==> src/hw/synth_regs_pkg.sv <==
package synth_regs_pkg;

   // ********************************************************************
   // Serial word layout.
   // ********************************************************************
   localparam int WORD_BITS = 32;
   localparam int READ_BIT = 31;
   localparam int ADDR_MSB = 2;
   localparam logic [5:0] WORD_COUNT = 6'h20;

   // ********************************************************************
   // Register addresses and values after reset.
   // ********************************************************************
   localparam logic [2:0] ADDR_MISC = 3'h3;
   localparam logic [2:0] ADDR_DIVCONV = 3'h4;
   localparam logic [2:0] ADDR_STATUS = 3'h6;
   localparam logic [31:0] MISC_RESET = 32'h00000043;
   localparam logic [31:0] DIVCONV_RESET = 32'h00000004;

   // ********************************************************************
   // Field positions.
   // ********************************************************************
   localparam int MISC_HIGHZ_BIT = 4;
   localparam int MISC_CNTRST_BIT = 3;
   localparam int STATUS_POR_BIT = 11;
   localparam int STATUS_VALID_BIT = 10;
   localparam int STATUS_RESULT_LSB = 3;
   localparam int RESULT_BITS = 7;

   typedef enum logic [1:0] {
      DIV_OFF = 2'b00,
      DIV_FASTLOCK = 2'b01,
      DIV_PHASE = 2'b10,
      DIV_ADCCLK = 2'b11
   } divider_mode_t;

   typedef enum logic [2:0] {
      CONV_OFF = 3'b000,
      CONV_TEMP = 3'b001
   } converter_mode_t;

   typedef struct packed {
      logic readReq;
      logic [8:0] spare;
      logic ref_stage_off;
      logic [1:0] divider_function_sel;
      logic [11:0] divider_count;
      logic [2:0] converter_source_sel;
      logic conversion_go;
      logic [2:0] addr;
   } div_conv_word_t;

endpackage : synth_regs_pkg

==> src/hw/serial_port_shifter.sv <==
`timescale 1ns/100ps
`default_nettype none

module serial_port_shifter (
   input wire logic clk_sys,
   input wire logic rst_b,
   input wire logic serialClk,
   input wire logic serialData,
   input wire logic latchEnable,
   input wire logic [31:0] loadWord,
   input wire logic loadEn,
   output logic [31:0] word,
   output logic wordValid,
   output logic readbackData,
   output logic readDone
);

   // ********************************************************************
   // Edge detection on the port pins.
   // ********************************************************************
   logic prevClk;
   logic prevLe;
   logic [31:0] shiftIn;
   logic [31:0] shiftOut;
   logic [5:0] outCount;
   wire clkRise = serialClk & ~prevClk;
   wire clkFall = ~serialClk & prevClk;
   wire leRise = latchEnable & ~prevLe;
   wire outStep = clkFall & ~latchEnable & (outCount != 6'h00);
   wire lastOut = outStep & (outCount == 6'h01);

   always_ff @(posedge clk_sys or negedge rst_b) begin
      if (!rst_b) begin
         prevClk <= 1'b0;
         prevLe <= 1'b1;
         shiftIn <= 32'h00000000;
         word <= 32'h00000000;
         wordValid <= 1'b0;
      end else begin
         prevClk <= serialClk;
         prevLe <= latchEnable;
         wordValid <= leRise;
         if (clkRise && !latchEnable) begin
            shiftIn <= {shiftIn[30:0], serialData};
         end
         if (leRise) begin
            word <= shiftIn;
         end
      end
   end

   // Readback leaves MSB first; each falling edge presents the next bit.
   always_ff @(posedge clk_sys or negedge rst_b) begin
      if (!rst_b) begin
         shiftOut <= 32'h00000000;
         outCount <= 6'h00;
         readbackData <= 1'b0;
         readDone <= 1'b0;
      end else begin
         readDone <= lastOut;
         if (loadEn) begin
            shiftOut <= loadWord;
            readbackData <= loadWord[31];
            outCount <= synth_regs_pkg::WORD_COUNT;
         end else if (outStep) begin
            shiftOut <= {shiftOut[30:0], 1'b0};
            readbackData <= shiftOut[30];
            outCount <= outCount - 6'h01;
         end
      end
   end

endmodule : serial_port_shifter

`default_nettype wire

==> src/hw/conversion_tracker.sv <==
`timescale 1ns/100ps
`default_nettype none

module conversion_tracker #(
   parameter int RESULT_W = synth_regs_pkg::RESULT_BITS
) (
   input wire logic clk_sys,
   input wire logic rst_b,
   input wire logic startReq,
   input wire logic convDone,
   input wire logic [RESULT_W-1:0] convResult,
   output logic convStart,
   output logic conversion_valid,
   output logic [RESULT_W-1:0] resultHeld
);

   typedef enum logic [0:0] {
      CT_IDLE = 1'b0,
      CT_BUSY = 1'b1
   } conv_state_t;

   conv_state_t state;
   conv_state_t next_state;

   always_comb begin
      case (state)
         CT_IDLE: next_state = startReq ? CT_BUSY : CT_IDLE;
         CT_BUSY: next_state = convDone ? CT_IDLE : CT_BUSY;
         default: next_state = CT_IDLE;
      endcase
   end

   // A new start while busy restarts; the old result is not trusted.
   always_ff @(posedge clk_sys or negedge rst_b) begin
      if (!rst_b) begin
         state <= CT_IDLE;
         convStart <= 1'b0;
         conversion_valid <= 1'b0;
         resultHeld <= '0;
      end else begin
         state <= startReq ? CT_BUSY : next_state; // RULE_09
         convStart <= startReq; // RULE_09
         if (startReq) begin
            conversion_valid <= 1'b0; // RULE_11
         end else if (state == CT_BUSY && convDone) begin
            conversion_valid <= 1'b1; // RULE_11
            resultHeld <= convResult; // RULE_11
         end
      end
   end

endmodule : conversion_tracker

`default_nettype wire

==> src/hw/synth_ctrl_status_regs.sv <==
// Notes on behaviour
// RULE_01: Misc bit 4 high floats charge-pump output.
// RULE_02: Misc bit 3 high holds both counters reset.
// RULE_03: Word bit 31 selects read, else write.
// RULE_04: Host writes zeros into bits 30:22.
// RULE_05: Bit 21 high turns reference stage off.
// RULE_06: Bits 20:19 pick divider function.
// RULE_07: Bits 18:7 give divider count, nonzero.
// RULE_08: Bits 6:4 pick converter source, 000/001.
// RULE_09: Writing bit 3 as one starts conversion; the code starts one only when bits 6:4 are also 001.
// RULE_10: Status bit 11 shows power-on not read.
// RULE_11: Status bit 10 low while converting.
// RULE_12: Low three address bits route each word.
// RULE_13: Completed status read clears power-on flag.
`timescale 1ns/100ps
`default_nettype none

module synth_ctrl_status_regs #(
   parameter int RESULT_W = synth_regs_pkg::RESULT_BITS
) (
   input wire logic clk_sys,
   input wire logic rst_b,
   input wire logic serialClk,
   input wire logic serialData,
   input wire logic latchEnable,
   input wire logic convDone,
   input wire logic [RESULT_W-1:0] convResult,
   output logic readbackData,
   output logic cpHighZ,
   output logic countersHeldReset,
   output logic ref_stage_off,
   output logic [1:0] divider_function_sel,
   output logic dividerOff,
   output logic dividerFastLock,
   output logic dividerPhaseAdjust,
   output logic dividerAdcClock,
   output logic [11:0] divider_count,
   output logic [2:0] converter_source_sel,
   output logic tempSensorSel,
   output logic convStart,
   output logic conversion_valid
);

   // ********************************************************************
   // Decoding helpers.
   // ********************************************************************
   function automatic logic hitsAddr(input logic [31:0] w,
                                     input logic [2:0] a);
      hitsAddr = (w[synth_regs_pkg::ADDR_MSB:0] == a); // RULE_12
   endfunction : hitsAddr

   function automatic logic isRead(input logic [31:0] w);
      isRead = w[synth_regs_pkg::READ_BIT]; // RULE_03
   endfunction : isRead

   // ********************************************************************
   // Serial port.
   // ********************************************************************
   logic [31:0] rxWord;
   logic rxValid;
   logic [31:0] loadWord;
   logic loadEn;
   logic readDone;

   serial_port_shifter port_u (
      .clk_sys(clk_sys),
      .rst_b(rst_b),
      .serialClk(serialClk),
      .serialData(serialData),
      .latchEnable(latchEnable),
      .loadWord(loadWord),
      .loadEn(loadEn),
      .word(rxWord),
      .wordValid(rxValid),
      .readbackData(readbackData),
      .readDone(readDone)
   );

   // ********************************************************************
   // Register storage.
   // ********************************************************************
   logic [31:0] misc_control;
   synth_regs_pkg::div_conv_word_t clock_divider_and_converter_control;
   logic porFlag;
   logic statusPending;
   logic [RESULT_W-1:0] resultHeld;

   wire writeReq = rxValid & ~isRead(rxWord); // RULE_03
   wire readReq = rxValid & isRead(rxWord); // RULE_03
   wire writeMisc = writeReq & hitsAddr(rxWord,
                                        synth_regs_pkg::ADDR_MISC);
   wire writeDivConv = writeReq & hitsAddr(rxWord,
                                           synth_regs_pkg::ADDR_DIVCONV);
   wire readStatus = readReq & hitsAddr(rxWord,
                                        synth_regs_pkg::ADDR_STATUS);

   // Stored words keep the read bit at zero so readback shows the
   // register rather than the request that fetched it.
   wire [31:0] next_misc = {1'b0, rxWord[30:0]};
   wire [31:0] next_divConv = {1'b0, rxWord[30:0]};

   always_ff @(posedge clk_sys or negedge rst_b) begin
      if (!rst_b) begin
         misc_control <= synth_regs_pkg::MISC_RESET;
      end else if (writeMisc) begin
         misc_control <= next_misc; // RULE_12
      end
   end

   // The unused bits are stored as written; the host keeps them zero.
   always_ff @(posedge clk_sys or negedge rst_b) begin
      if (!rst_b) begin
         clock_divider_and_converter_control <=
            synth_regs_pkg::DIVCONV_RESET;
      end else if (writeDivConv) begin
         clock_divider_and_converter_control <= next_divConv; // RULE_04
      end
   end

   // ********************************************************************
   // Readback selection.
   // ********************************************************************
   logic [31:0] statusWord;
   logic [31:0] readSel;

   always_comb begin
      statusWord = 32'h00000000;
      statusWord[synth_regs_pkg::STATUS_POR_BIT] = porFlag; // RULE_10
      statusWord[synth_regs_pkg::STATUS_VALID_BIT] = conversion_valid;
      statusWord[synth_regs_pkg::STATUS_RESULT_LSB +: RESULT_W] =
         resultHeld; // RULE_11
      statusWord[synth_regs_pkg::ADDR_MSB:0] = synth_regs_pkg::ADDR_STATUS;
   end

   // Registers outside this block answer with zero.
   always_comb begin
      case (rxWord[synth_regs_pkg::ADDR_MSB:0])
         synth_regs_pkg::ADDR_MISC: readSel = misc_control;
         synth_regs_pkg::ADDR_DIVCONV:
            readSel = clock_divider_and_converter_control;
         synth_regs_pkg::ADDR_STATUS: readSel = statusWord;
         default: readSel = 32'h00000000;
      endcase
   end

   always_ff @(posedge clk_sys or negedge rst_b) begin
      if (!rst_b) begin
         loadEn <= 1'b0;
      end else begin
         loadEn <= readReq; // RULE_12
      end
   end

   // The word is captured once, so later writes cannot alter a readback
   // that is already leaving the port.
   always_ff @(posedge clk_sys or negedge rst_b) begin
      if (!rst_b) begin
         loadWord <= 32'h00000000;
      end else if (readReq) begin
         loadWord <= readSel; // RULE_12
      end
   end

   // ********************************************************************
   // Power-on flag.
   // ********************************************************************
   // The flag only clears once all 32 bits have left the port, so an
   // aborted readback does not lose the power-on indication.
   wire dropPending = readReq | readDone;
   wire clearPor = readDone & statusPending; // RULE_13

   always_ff @(posedge clk_sys or negedge rst_b) begin
      if (!rst_b) begin
         statusPending <= 1'b0;
      end else if (readStatus) begin
         statusPending <= 1'b1;
      end else if (dropPending) begin
         statusPending <= 1'b0;
      end
   end

   always_ff @(posedge clk_sys or negedge rst_b) begin
      if (!rst_b) begin
         porFlag <= 1'b1; // RULE_10
      end else if (clearPor) begin
         porFlag <= 1'b0; // RULE_13
      end
   end

   // ********************************************************************
   // Conversion control.
   // ********************************************************************
   synth_regs_pkg::div_conv_word_t newCtl;
   assign newCtl = next_divConv;
   wire goBit = newCtl.conversion_go;
   wire goSource =
      (newCtl.converter_source_sel == synth_regs_pkg::CONV_TEMP);

   wire goReq = writeDivConv & goBit & goSource; // RULE_09

   conversion_tracker #(
      .RESULT_W(RESULT_W)
   ) conv_u (
      .clk_sys(clk_sys),
      .rst_b(rst_b),
      .startReq(goReq),
      .convDone(convDone),
      .convResult(convResult),
      .convStart(convStart),
      .conversion_valid(conversion_valid),
      .resultHeld(resultHeld)
   );

   // ********************************************************************
   // Control outputs.
   // ********************************************************************
   synth_regs_pkg::div_conv_word_t ctl;
   assign ctl = clock_divider_and_converter_control;
   wire [1:0] fnSel = ctl.divider_function_sel;

   wire next_cpHighZ = misc_control[synth_regs_pkg::MISC_HIGHZ_BIT];
   wire next_countersHeldReset =
      misc_control[synth_regs_pkg::MISC_CNTRST_BIT];

   wire next_refStageOff = ctl.ref_stage_off;
   wire [11:0] next_dividerCount = ctl.divider_count;
   wire [2:0] next_sourceSel = ctl.converter_source_sel;
   wire next_tempSensorSel =
      (ctl.converter_source_sel == synth_regs_pkg::CONV_TEMP);
   wire [3:0] fnHot;

   // Bit n of the decode is high for function code n, so the enables
   // keep the order of the encoding.
   genvar f;
   generate
      for (f = 0; f < 4; f++) begin : g_fn
         assign fnHot[f] = (fnSel == 2'(f)); // RULE_06
      end
   endgenerate

   // Outputs follow the stored fields one cycle later so that every pin
   // comes from a flip-flop.
   always_ff @(posedge clk_sys or negedge rst_b) begin
      if (!rst_b) begin
         cpHighZ <= synth_regs_pkg::MISC_RESET[synth_regs_pkg::MISC_HIGHZ_BIT];
         countersHeldReset <=
            synth_regs_pkg::MISC_RESET[synth_regs_pkg::MISC_CNTRST_BIT];
      end else begin
         cpHighZ <= next_cpHighZ; // RULE_01
         countersHeldReset <= next_countersHeldReset; // RULE_02
      end
   end

   always_ff @(posedge clk_sys or negedge rst_b) begin
      if (!rst_b) begin
         ref_stage_off <= 1'b0;
         divider_function_sel <= 2'b00;
         divider_count <= 12'h000;
      end else begin
         ref_stage_off <= next_refStageOff; // RULE_05
         divider_function_sel <= fnSel; // RULE_06
         divider_count <= next_dividerCount; // RULE_07
      end
   end

   always_ff @(posedge clk_sys or negedge rst_b) begin
      if (!rst_b) begin
         dividerOff <= 1'b1;
         dividerFastLock <= 1'b0;
         dividerPhaseAdjust <= 1'b0;
         dividerAdcClock <= 1'b0;
      end else begin
         dividerOff <= fnHot[0]; // RULE_06
         dividerFastLock <= fnHot[1]; // RULE_06
         dividerPhaseAdjust <= fnHot[2]; // RULE_06
         dividerAdcClock <= fnHot[3]; // RULE_06
      end
   end

   always_ff @(posedge clk_sys or negedge rst_b) begin
      if (!rst_b) begin
         converter_source_sel <= 3'h0;
         tempSensorSel <= 1'b0;
      end else begin
         converter_source_sel <= next_sourceSel; // RULE_08
         tempSensorSel <= next_tempSensorSel; // RULE_08
      end
   end

endmodule : synth_ctrl_status_regs

`default_nettype wire

==> config.mk <==
export PLATFORM = sky130hd
export DESIGN_NAME = synth_ctrl_status_regs
export DESIGN_NICKNAME = d
export VERILOG_FILES = /design/src/hw/synth_regs_pkg.sv /design/src/hw/serial_port_shifter.sv /design/src/hw/conversion_tracker.sv /design/src/hw/synth_ctrl_status_regs.sv
export SDC_FILE = /design/constraint.sdc
export NUM_CORES = 1
export LEC_CHECK = 0
export ABC_AREA = 1
export BUFFER_PORTS_ARGS = -buffer_cell sky130_fd_sc_hd__buf_2
export CAP_MARGIN = 20
export CORE_ASPECT_RATIO = 0.6
export CORE_UTILIZATION = 51
export CTS_CLUSTER_DIAMETER = 50
export DETAILED_ROUTE_END_ITERATION = 7
export HOLD_SLACK_MARGIN = 0.12
export PLACE_DENSITY = 0.75
export REMOVE_ABC_BUFFERS = 1
export SYNTH_ARGS = -nofsm -noshare
export SYNTH_HDL_FRONTEND = slang
export SYNTH_SLANG_ARGS = --single-unit
==> constraint.sdc <==
create_clock -name clk_sys -period 1.4 [get_ports clk_sys]
set_input_delay 0.21 -clock clk_sys [delete_from_list [all_inputs] [get_ports clk_sys]]
set_output_delay 0.21 -clock clk_sys [all_outputs]
set_load 0.01 [all_outputs]
After elaboration in Yosys (flattened, before gate mapping)
Index checks and enable logic that the tools add are counted.
{"block": "word_totals", "ff_bits": 237, "latchBits": 0, "ram_bits": 0, "mem_bits_ro": 0, "in_bits": 13, "word_cells": 91, "n_memories": 0}
{"block": "op_classes", "n_addsub": 1, "n_mul": 0, "div_mod_pow": 0, "magnitude_cmp": 0, "eq_ne": 9, "shift": 0, "muxes": 14, "n_bitwise": 22, "reduce_logical": 9}
{"op": "one-hot mux 31 bit (3 select lines)", "count": 1}
{"op": "2-to-1 mux 31 bit", "count": 2}
{"op": "bitwise AND 1 bit", "count": 14}
{"op": "2-to-1 mux 6 bit", "count": 2}
{"op": "2-to-1 mux 1 bit", "count": 8}
{"op": "NOT 1 bit", "count": 7}
{"op": "equality test 3 x 1 -> 1 bit, second input constant", "count": 2}
{"op": "equality test 3 bit, second input constant", "count": 2}
{"op": "equality test 6 x 1 -> 1 bit, second input constant", "count": 1}
{"op": "nonzero test 2 bit", "count": 3}
{"op": "nonzero test 6 bit", "count": 1}
{"op": "subtractor 6 x 1 -> 6 bit, second input constant", "count": 1}
{"op": "equality test 2 bit, second input constant", "count": 2}
{"op": "equality test 3 x 2 -> 1 bit, second input constant", "count": 1}
{"op": "equality test 2 x 1 -> 1 bit, second input constant", "count": 1}
{"op": "logical AND 1 bit", "count": 2}
{"op": "logical NOT 2 bit", "count": 1}
{"op": "one-hot mux 1 bit (2 select lines)", "count": 1}
{"op": "AND reduction 2 bit", "count": 1}
{"op": "logical NOT 1 bit", "count": 1}
{"op": "bitwise OR 1 bit", "count": 1}

Longest topological paths before layout
Gate-level depths: netlist of run 1.
{"block": "logic_depth", "depth_word": 7, "mapped_depth": 8}

Hierarchy
A second synthesis of run 1 with hierarchy kept.
{"block": "unflattened", "cells_unflattened": 1077, "area_unflattened_um2": 9730.6}
{"mod": "synth_ctrl_status_regs", "instances": 1, "cells_each": 529, "area_each_um2": 4883.4}
{"mod": "serial_port_shifter", "instances": 1, "cells_each": 509, "area_each_um2": 4440.5}
{"mod": "conversion_tracker", "instances": 1, "cells_each": 39, "area_each_um2": 406.6}

Worst setup path after synthesis of run 1
Ideal clock, no wire load.
{"block": "synth_timing", "kind": "reg2reg", "from": "reg port_u.outCount[0]", "to": "reg port_u.shiftOut[6]", "setup_ns": 0.126, "arrival_ns": 1.254, "slack_ns": 0.020, "stages_incl_launch_ff": 9, "period_less_slack_ns": 1.380, "cell_sequence": "dfrtp_1 -> inv_1 -> ha_1 -> nand3_2 -> nand2_2 -> nand2_4 -> buf_4 -> nand2_1 -> o21ai_0"}
{"block": "synth_between", "elab_chain_len": 3}
{"item": "from (decl)", "line": "serial_port_shifter.sv:25", "text": "logic [5:0] outCount;"}
{"item": "from (signal assigned)", "line": "serial_port_shifter.sv:64", "text": "outCount <= synth_regs_pkg::WORD_COUNT;"}
{"item": "from (signal assigned)", "line": "serial_port_shifter.sv:68", "text": "outCount <= outCount - 6'h01;"}
{"item": "nonzero test 6 bit", "line": "serial_port_shifter.sv:29", "text": "wire outStep = clkFall & ~latchEnable & (outCount != 6'h00);"}
{"item": "bitwise AND 1 bit", "line": "serial_port_shifter.sv:29"}
{"item": "nonzero test 2 bit (no line)"}
{"item": "to (signal assigned)", "line": "serial_port_shifter.sv:62", "text": "shiftOut <= loadWord;"}
{"item": "to (signal assigned)", "line": "serial_port_shifter.sv:66", "text": "shiftOut <= {shiftOut[30:0], 1'b0};"}
{"item": "to (decl)", "line": "serial_port_shifter.sv:24", "text": "logic [31:0] shiftOut;"}
No other way between the ends.
A chain may end at the register's enable or synchronous reset.

Final worst setup path of run 1
{"block": "layout_timing", "from": "reg port_u.outCount[0]", "to": "reg port_u.shiftOut[15]"}
The elaborated chain is that of the path after synthesis.

==> qor.yml, run 1 <==
outcome:
  outcome: "finished clean"
placement:
  dp.final_hpwl_mm: 12.9
  globalplace.congestion: 0.833
  placed_cells_incl_taps: 1312
  port-buffer-count: 40
  dpl_worst_slack_ns: 0.0151
power:
  switchingPower_mw: 5.83
  finalPower_mw: 19.8
  vdd_drop_max_v: 0.00115
  cellLeakagePower_nw: 5.68
  p_seq_share_pct: 49.5
  netSwitchingFraction_pct: 29.4
  pwr_density_cell_nw_per_um2: 1760
  cellInternalPower_mw: 14.0
  combPwrFrac_pct: 19.0
  power_frac_clock_pct: 31.5
cells_and_area:
  layout-drive-gt1-share_pct: 14.1
  area_growth_syn_to_layout_pct: 19.0
  finalNetCount: 1132
  nFillCells: 1465
  ff_latch_area_sq_um: 5940
  diodes: 0
  multi_input_gate_area_sq_um: 2930
  instances_no_fill: 1372
sta:
  measured_slew_at_the_worst_slew_check_pin_ns: 0.362
  min_period_over_period_pct: 96.8
  setup-violations-final: 0
  post-route-min-period_ns: 1.36
  finalWorstSetupSlack_ns: 0.0442
  slew_headroom_pct: 75.9
  achievable-frequency_mhz: 738
  timing.hold.ws_ns: 0.177
  final-max-slew-violation-count: 0
  final.setup_skew_ns: 0.0133
  fin_hold_viols: 0
floorplanning:
  core.rowCount: 38
  initial_utilization_pct: 52.2
  die_w_microns: 178
  placeableCoreArea_sq_um: 18100
  die-area_sq_um: 19100
  io-pin-count: 41
  die-height_microns: 107
global_route:
  grt.overflow.total: 0
  number_of_global_route_vias_before_repair: 6771
  grt_first_pass_wirelength_mm: 34.1
  antenna_found_initial: 0
  globalRouteTotalUtil_pct: 22.7
  grt_start_max_net_pins: 65
yosys:
  postSynthRegisterBits: 237
  yosys.area.top_type_share_pct: 60.8
  synth_cells: 1041
  seq_area_frac_synth_pct: 62.8
  syn-mean-instance-area_sq_um: 9.09
  netlist_area_before_placement_sq_um: 9460
  synth_top_area_cell: "sky130_fd_sc_hd__dfrtp_1"
  synth_warnings: 0
  synth_area_leaders: "sky130_fd_sc_hd__dfrtp_1 (61%), sky130_fd_sc_hd__nand2_1 (15%), sky130_fd_sc_hd__o21ai_0 (6.7%)"
  ys_types: 32
setup_path:
  crit_arrival_ns: 1.74
  cpPeakStageDelay_ns: 0.40
  path_class: "flip-flop to flip-flop"
  critical_path_startpoint_category: "flip-flop"
  critical_path.endpoint_type: "flip-flop"
  standard_cell_with_the_maximum_stage_delay_on_the_critical_path: "sky130_fd_sc_hd__dfrtp_1"
  timing.critical_path.cells: "inv_2 > ha_4 > nand3_2 > nand2_4 > nand2_8 > buf_12 > nand2_1 > o21ai_0"
  worst-path-max-fanout: 12
  cp.required_ns: 1.78
  crit_family: "flip-flops"
  critical_path_buf_inv_count: 2
drt:
  detailedRoute.firstPassIterationCount: 5
  detail_route.iter0.violations: 570
  ant_nets: 0
  detail_route.wirelength_mm: 20.4
  wl_per_cell_microns: 14.9
  detail_route.drc_violations: 0
  per_cell_via_count_in_the_routed_design: 5.09
  vias: 6982
clock_network:
  numCtsBuffers: 22
  tritoncts: "done"
  clk_path_buf_depth: 3
  cts.clk_slew.worst_paths_ns: 0.07
  cts-htree-levels: 1
  clkLatencyLatePin_ns: 0.50
  clkSinkCount: 237
  cts_root_buf: "sky130_fd_sc_hd__clkbuf_16"
job:
  cap_viol_max_count: 0
min_path:
  min-delay-path-class: "primary input to asynchronous set/reset pin"
-- final timing paths --
kind	from	endpoint	slack, ns	depth (start not counted)
setup / recovery	port_u.outCount[0]	port_u.shiftOut[15]	0.04	8
hold / removal	rst_b	countersHeldReset	0.18	2
setup reg to reg	port_u.outCount[0]	port_u.shiftOut[15]	0.04	8
hold reg to reg	next_dividerCount[5]	divider_count[5]	0.37	0
max in group asynchronous	rst_b	misc_control[10]	0.63	3
min in group clk_sys	next_dividerCount[5]	divider_count[5]	0.37	0
-- cells by family after synthesis --
logic type	count (synthesis)	synth area share [%]
xor+xnor	1	0.0926
fa+ha+maj	3	0.397
compound gates	189	10.2
buf+inv	154	7.02
simple gates	457	19.5
flops	237	62.8
-- cells in the mapped netlist --
library cell	count
sky130_fd_sc_hd__or2_2	1
sky130_fd_sc_hd__clkinv_1	1
sky130_fd_sc_hd__nor3_1	1
sky130_fd_sc_hd__buf_4	4
sky130_fd_sc_hd__o21ai_0	126
sky130_fd_sc_hd__buf_6	7
sky130_fd_sc_hd__buf_2	13
sky130_fd_sc_hd__a21boi_0	1
sky130_fd_sc_hd__o21ai_1	42
sky130_fd_sc_hd__nor3_4	1
sky130_fd_sc_hd__nand2_1	377
sky130_fd_sc_hd__a21oi_1	15
sky130_fd_sc_hd__inv_2	2
sky130_fd_sc_hd__a22o_1	1
sky130_fd_sc_hd__nand3_1	30
sky130_fd_sc_hd__nor2_8	1
sky130_fd_sc_hd__o21ai_2	3
sky130_fd_sc_hd__inv_1	104
sky130_fd_sc_hd__clkbuf_1	21
sky130_fd_sc_hd__dfrtp_1	230
sky130_fd_sc_hd__ha_1	3
sky130_fd_sc_hd__nand2_2	3
sky130_fd_sc_hd__dfstp_2	7
sky130_fd_sc_hd__clkbuf_2	2
sky130_fd_sc_hd__nor3b_1	1
sky130_fd_sc_hd__o22ai_1	1
sky130_fd_sc_hd__nor2_2	2
sky130_fd_sc_hd__nand4_1	4
sky130_fd_sc_hd__nand2_4	2
sky130_fd_sc_hd__nand3_2	3
sky130_fd_sc_hd__nor2_1	31
sky130_fd_sc_hd__xor2_1	1
-- sequential cells by signal, summed over array words and instances, names as in the netlist, 2 cells and up --
| register | cells |
|---|---|
| port_u.shiftIn | 32 |
| port_u.word | 32 |
| loadWord | 31 |
| misc_control | 31 |
| port_u.shiftOut | 31 |
| clock_divider_and_converter_control | 13 |
| divider_count | 12 |
| next_dividerCount | 12 |
| conv_u.resultHeld | 7 |
| port_u.outCount | 6 |
| converter_source_sel | 3 |
| next_sourceSel | 3 |
| divider_function_sel | 2 |
| fnSel | 2 |
-- area by class of cell --
class	count	area share [%]
clock buffer	32	5.94
clock inverter	8	0.878
tap	240	2.67
sequential	237	52.7
multi-input combinational	650	26.1
timing repair buffer	98	8.12
inverter	107	3.59
-- power by group through the flow --
| stage | clock, mW | sequential, mW | combinational, mW |
|---|---|---|---|
| 2_1_floorplan | 0 | 9.80 | 2.07 |
| 3_3_place_gp | 0 | 9.86 | 3.41 |
| 3_5_place_dp | 0 | 9.91 | 3.56 |
| 4_1_cts | 6.36 | 9.82 | 3.63 |
| 5_1_grt | 6.63 | 10.0 | 4.35 |
| 6_report | 6.24 | 9.83 | 3.77 |
-- per-layer routing --
| metal | global-route usage (%) | up-vias | wire (microns) | share of wire [%] |
|---|---|---|---|---|
| met3 | 3.32 | 25 | 921 | 4.5 |
| li1 | - | 3414 | - | - |
| met1 | 34.0 | 3392 | 10100 | 50 |
| met2 | 35.5 | 151 | 9080 | 44 |
| met4 | 3.97 | 0 | 291 | 1.4 |
| met5 | 0 | - | 0 | 0 |
-- layout by cell type, fill, tap and decap left out, types with 12 or more instances in the layout --
| master | n |
|---|---|
| sky130_fd_sc_hd__nand2_1 | 375 |
| sky130_fd_sc_hd__dfrtp_1 | 230 |
| sky130_fd_sc_hd__o21ai_0 | 123 |
| sky130_fd_sc_hd__inv_1 | 100 |
| sky130_fd_sc_hd__o21ai_1 | 44 |
| sky130_fd_sc_hd__buf_2 | 39 |
| sky130_fd_sc_hd__nand3_1 | 29 |
| sky130_fd_sc_hd__nor2_1 | 28 |
| sky130_fd_sc_hd__buf_4 | 27 |
| sky130_fd_sc_hd__clkbuf_16 | 25 |
| sky130_fd_sc_hd__buf_12 | 16 |
| sky130_fd_sc_hd__a21oi_1 | 15 |
| sky130_fd_sc_hd__dlygate4sd3_1 | 12 |
-- metrics by stage --
step                setup TNS [ns]  utilization [%]  cell area [sq um]
floorplan                   -96.06                -               9200
global placement                 0             56.3              10200
finish                           0             62.2              11300
CTS                              0             61.3              11100
detailed placement               0             56.3              10200
global route               -0.0403             62.2              11300
-- timing repair --
action                                  4_1_cts  5_1_grt
cloned                                        0        2
hold buffers                                 12        0
resized for setup                             2       20
setup buffers                                 0        6
endpoints found under the setup margin        2       59
endpoints found under the hold margin       247        0
pin swaps                                     0        3
Note: power is estimated with default switching activity, not from simulation.
==> run 2: changes to the inputs <==
--- a/config.mk
+++ b/config.mk
@@ -6,15 +6,16 @@
 export NUM_CORES = 1
 export LEC_CHECK = 0
 export ABC_AREA = 1
-export BUFFER_PORTS_ARGS = -buffer_cell sky130_fd_sc_hd__buf_2
 export CAP_MARGIN = 20
 export CORE_ASPECT_RATIO = 0.6
-export CORE_UTILIZATION = 51
+export CORE_UTILIZATION = 57
 export CTS_CLUSTER_DIAMETER = 50
 export DETAILED_ROUTE_END_ITERATION = 7
+export DONT_BUFFER_PORTS = 1
 export HOLD_SLACK_MARGIN = 0.12
-export PLACE_DENSITY = 0.75
+export PLACE_DENSITY = 0.79
 export REMOVE_ABC_BUFFERS = 1
+export SLEW_MARGIN = 20
 export SYNTH_ARGS = -nofsm -noshare
 export SYNTH_HDL_FRONTEND = slang
 export SYNTH_SLANG_ARGS = --single-unit
==> run 2 against run 1 <==
Net effect:
- the flow now finishes with violations (hold timing, setup timing)
- worst hold slack lost 0.77 ns
- flip-flop and latch count is the same
- design area shrank 2.7%
- setup slack lost 0.062 ns
- count of clock-buffer cells in the layout grew 1
- first-iteration DRC count shrank 2.6%
- non-clock buffer count shrank 40
- sequential power is essentially flat
- power shrank 3.4%
- wire length shrank 0.92%
- combinational power shrank 12%
- critical endpoint is now port_u.shiftOut[24]
- largest power group unchanged
==> qor.yml, run 2 (synthesis results as in run 1) <==
clock_network:
  cts.clk_slew.worst_paths_ns: 0.06
  tritoncts: "done"
  cts-htree-levels: 1
  clkSinkCount: 237
  cts_hold_buffers: 11
  clk_path_buf_depth: 3
  cts_root_buf: "sky130_fd_sc_hd__clkbuf_16"
  clkLatencyLatePin_ns: 0.51
  numCtsBuffers: 22
drt:
  per_cell_via_count_in_the_routed_design: 5.29
  vias: 6893
  detail_route.drc_violations: 0
  detailedRoute.firstPassIterationCount: 4
  ant_nets: 0
  wl_per_cell_microns: 15.5
  detail_route.wirelength_mm: 20.2
  detail_route.iter0.violations: 555
setup_path:
  critical_path.endpoint_type: "flip-flop"
  crit_family: "simple AND/OR/NAND/NOR gates"
  cp.required_ns: 1.79
  path_class: "flip-flop to flip-flop"
  cpPeakStageDelay_ns: 0.39
  crit_arrival_ns: 1.81
  r2r.worst_path.cells: 8
  critical_path_buf_inv_count: 2
  worstSetupPathDepth: 8
  worst-path-max-fanout: 8
  rrSetupSlack_ns: -0.02
  launch_point_of_the_worst_reg_to_reg_path: "port_u.outCount[0]"
  rr_endpoint: "port_u.shiftOut[24]"
  timing.critical_path.cells: "inv_2 > ha_4 > nand3_4 > nand2_8 > nand2_4 > clkbuf_16 > nand2_1 > o21ai_1"
  critical_path_startpoint_category: "flip-flop"
  standard_cell_with_the_maximum_stage_delay_on_the_critical_path: "sky130_fd_sc_hd__dfrtp_1"
power:
  cellLeakagePower_nw: 5.45
  p_seq_share_pct: 52.5
  pwr_density_cell_nw_per_um2: 1750
  combPwrFrac_pct: 17.2
  netSwitchingFraction_pct: 29.8
  switchingPower_mw: 5.71
  power_frac_clock_pct: 30.3
  vdd_drop_max_v: 0.000901
  cellInternalPower_mw: 13.4
placement:
  globalplace.congestion: 0.852
  dp.final_hpwl_mm: 11.8
  dpl_worst_slack_ns: 0.0118
  port-buffer-count: 0
  placed_cells_incl_taps: 1241
  dpl-instance-area_sq_um: 9860
global_route:
  globalRouteTotalUtil_pct: 24.4
  number_of_global_route_vias_before_repair: 6622
  grt.overflow.total: 0
  grt_start_max_net_pins: 238
  grt_first_pass_wirelength_mm: 33.2
  antenna_found_initial: 0
cells_and_area:
  finalNetCount: 1094
  postLayoutCoreUtil_pct: 67.6
  instances_no_fill: 1303
  layout-drive-gt1-share_pct: 11.3
  nFillCells: 1204
  final_design_area_no_fill_sq_um: 11000
  layout.cells.most_common: "sky130_fd_sc_hd__nand2_1"
  diodes: 0
  area_growth_syn_to_layout_pct: 15.8
  top_regs: "port_u.shiftIn (32), port_u.word (32)"
  commonest_non_fill_non_tap_cells_in_the_layout: "sky130_fd_sc_hd__nand2_1 (375), sky130_fd_sc_hd__dfrtp_1 (229), sky130_fd_sc_hd__o21ai_0 (124), sky130_fd_sc_hd__inv_1 (99), sky130_fd_sc_hd__o21ai_1 (44)"
floorplanning:
  initial_utilization_pct: 58.3
  placeableCoreArea_sq_um: 16200
  core.rowCount: 36
  die-area_sq_um: 17100
  io-pin-count: 41
  die-height_microns: 102
  die_w_microns: 168
sta:
  fin_hold_viols: 237
  final-max-slew-violation-count: 0
  setup-violations-final: 1
  fin_tns_setup_ns: -0.0180
  rsz0062_at_grt: "yes"
  slew_headroom_pct: 65.7
  finalWorstSetupSlack_ns: -0.0180
  timing.hold.ws_ns: -0.596
  min_period_over_period_pct: 101
  post-route-min-period_ns: 1.42
  final.setup_skew_ns: 0.0105
  measured_slew_at_the_worst_slew_check_pin_ns: 0.514
  achievable-frequency_mhz: 705
outcome:
  failed_checks: "hold timing, setup timing"
  outcome: "finished with violations"
min_path:
  min-delay-path-class: "primary input to asynchronous set/reset pin"
job:
  cap_viol_max_count: 0
run 2: cell types whose count changed in the layout (fill, tap and decap cells not counted), sizes merged:
cell and change:
nand2 +2, buf -39, bufinv -1, dlygate4sd3 -1
clkbuf +1
run 2: metrics by stage:
stage                     power (mW)  hold WS (ns)
after floorplan                 11.9       -0.0856
after global placement          12.9       -0.0790
after detailed placement        13.0       -0.0807
after CTS                       19.0        -0.611
after global routing            20.3        -0.615
final                           19.2        -0.596
run 2: worst max path at each step:
| stage | start | end | slack (ns) |
|---|---|---|---|
| floorplan | port_u.prevLe | port_u.word[12] | -1.15 |
| global route | port_u.outCount[0] | port_u.shiftOut[26] | -0.04 |
| CTS | port_u.word[0] | loadWord[15] | -0.002 |
| detailed placement | port_u.outCount[0] | port_u.shiftOut[8] | 0.01 |
| finish | port_u.outCount[0] | port_u.shiftOut[24] | -0.02 |
| global placement | port_u.word[0] | loadWord[29] | 0.04 |
run 2: per-layer routing:
| layer | part of all wire [%] | routed length (microns) | vias to the layer above | track usage, % |
|---|---|---|---|---|
| met3 | 5.4 | 1080 | 34 | 3.60 |
| met2 | 46 | 9360 | 184 | 39.5 |
| met5 | 0 | 0 | - | 0 |
| met1 | 47 | 9440 | 3357 | 35.4 |
| met4 | 1.7 | 336 | 0 | 5.87 |
| li1 | - | - | 3318 | - |
run 2: repair_timing:
action / in CTS / in global routing
pin swaps: 0 / 4
hold endpoints to repair: 253 / 237
cloned: 0 / 5
setup endpoints to repair: 3 / 82
buffers inserted: 0 / 6
gates resized for setup: 3 / 38
run 2: cell type report:
type | instances | area [sq um] | share of cell area (%)
flip-flops and latches | 237 | 5940 | 54.2
multi-input cells | 652 | 3020 | 27.6
repair buffers | 58 | 632 | 5.77
clock buffers | 33 | 623 | 5.69
inverters | 107 | 408 | 3.72
well taps | 209 | 262 | 2.39
clock inverters | 7 | 66.3 | 0.605
run 2: power by group through the flow:
| stage | logic [mW] | clock network (mW) | registers (mW) |
|---|---|---|---|
| detailed placement | 2.94 | 0 | 10.1 |
| CTS | 3.03 | 5.91 | 10.0 |
| floorplan | 2.07 | 0 | 9.80 |
| finish | 3.30 | 5.80 | 10.1 |
| global placement | 2.82 | 0 | 10.0 |
| global route | 3.82 | 6.20 | 10.3 |
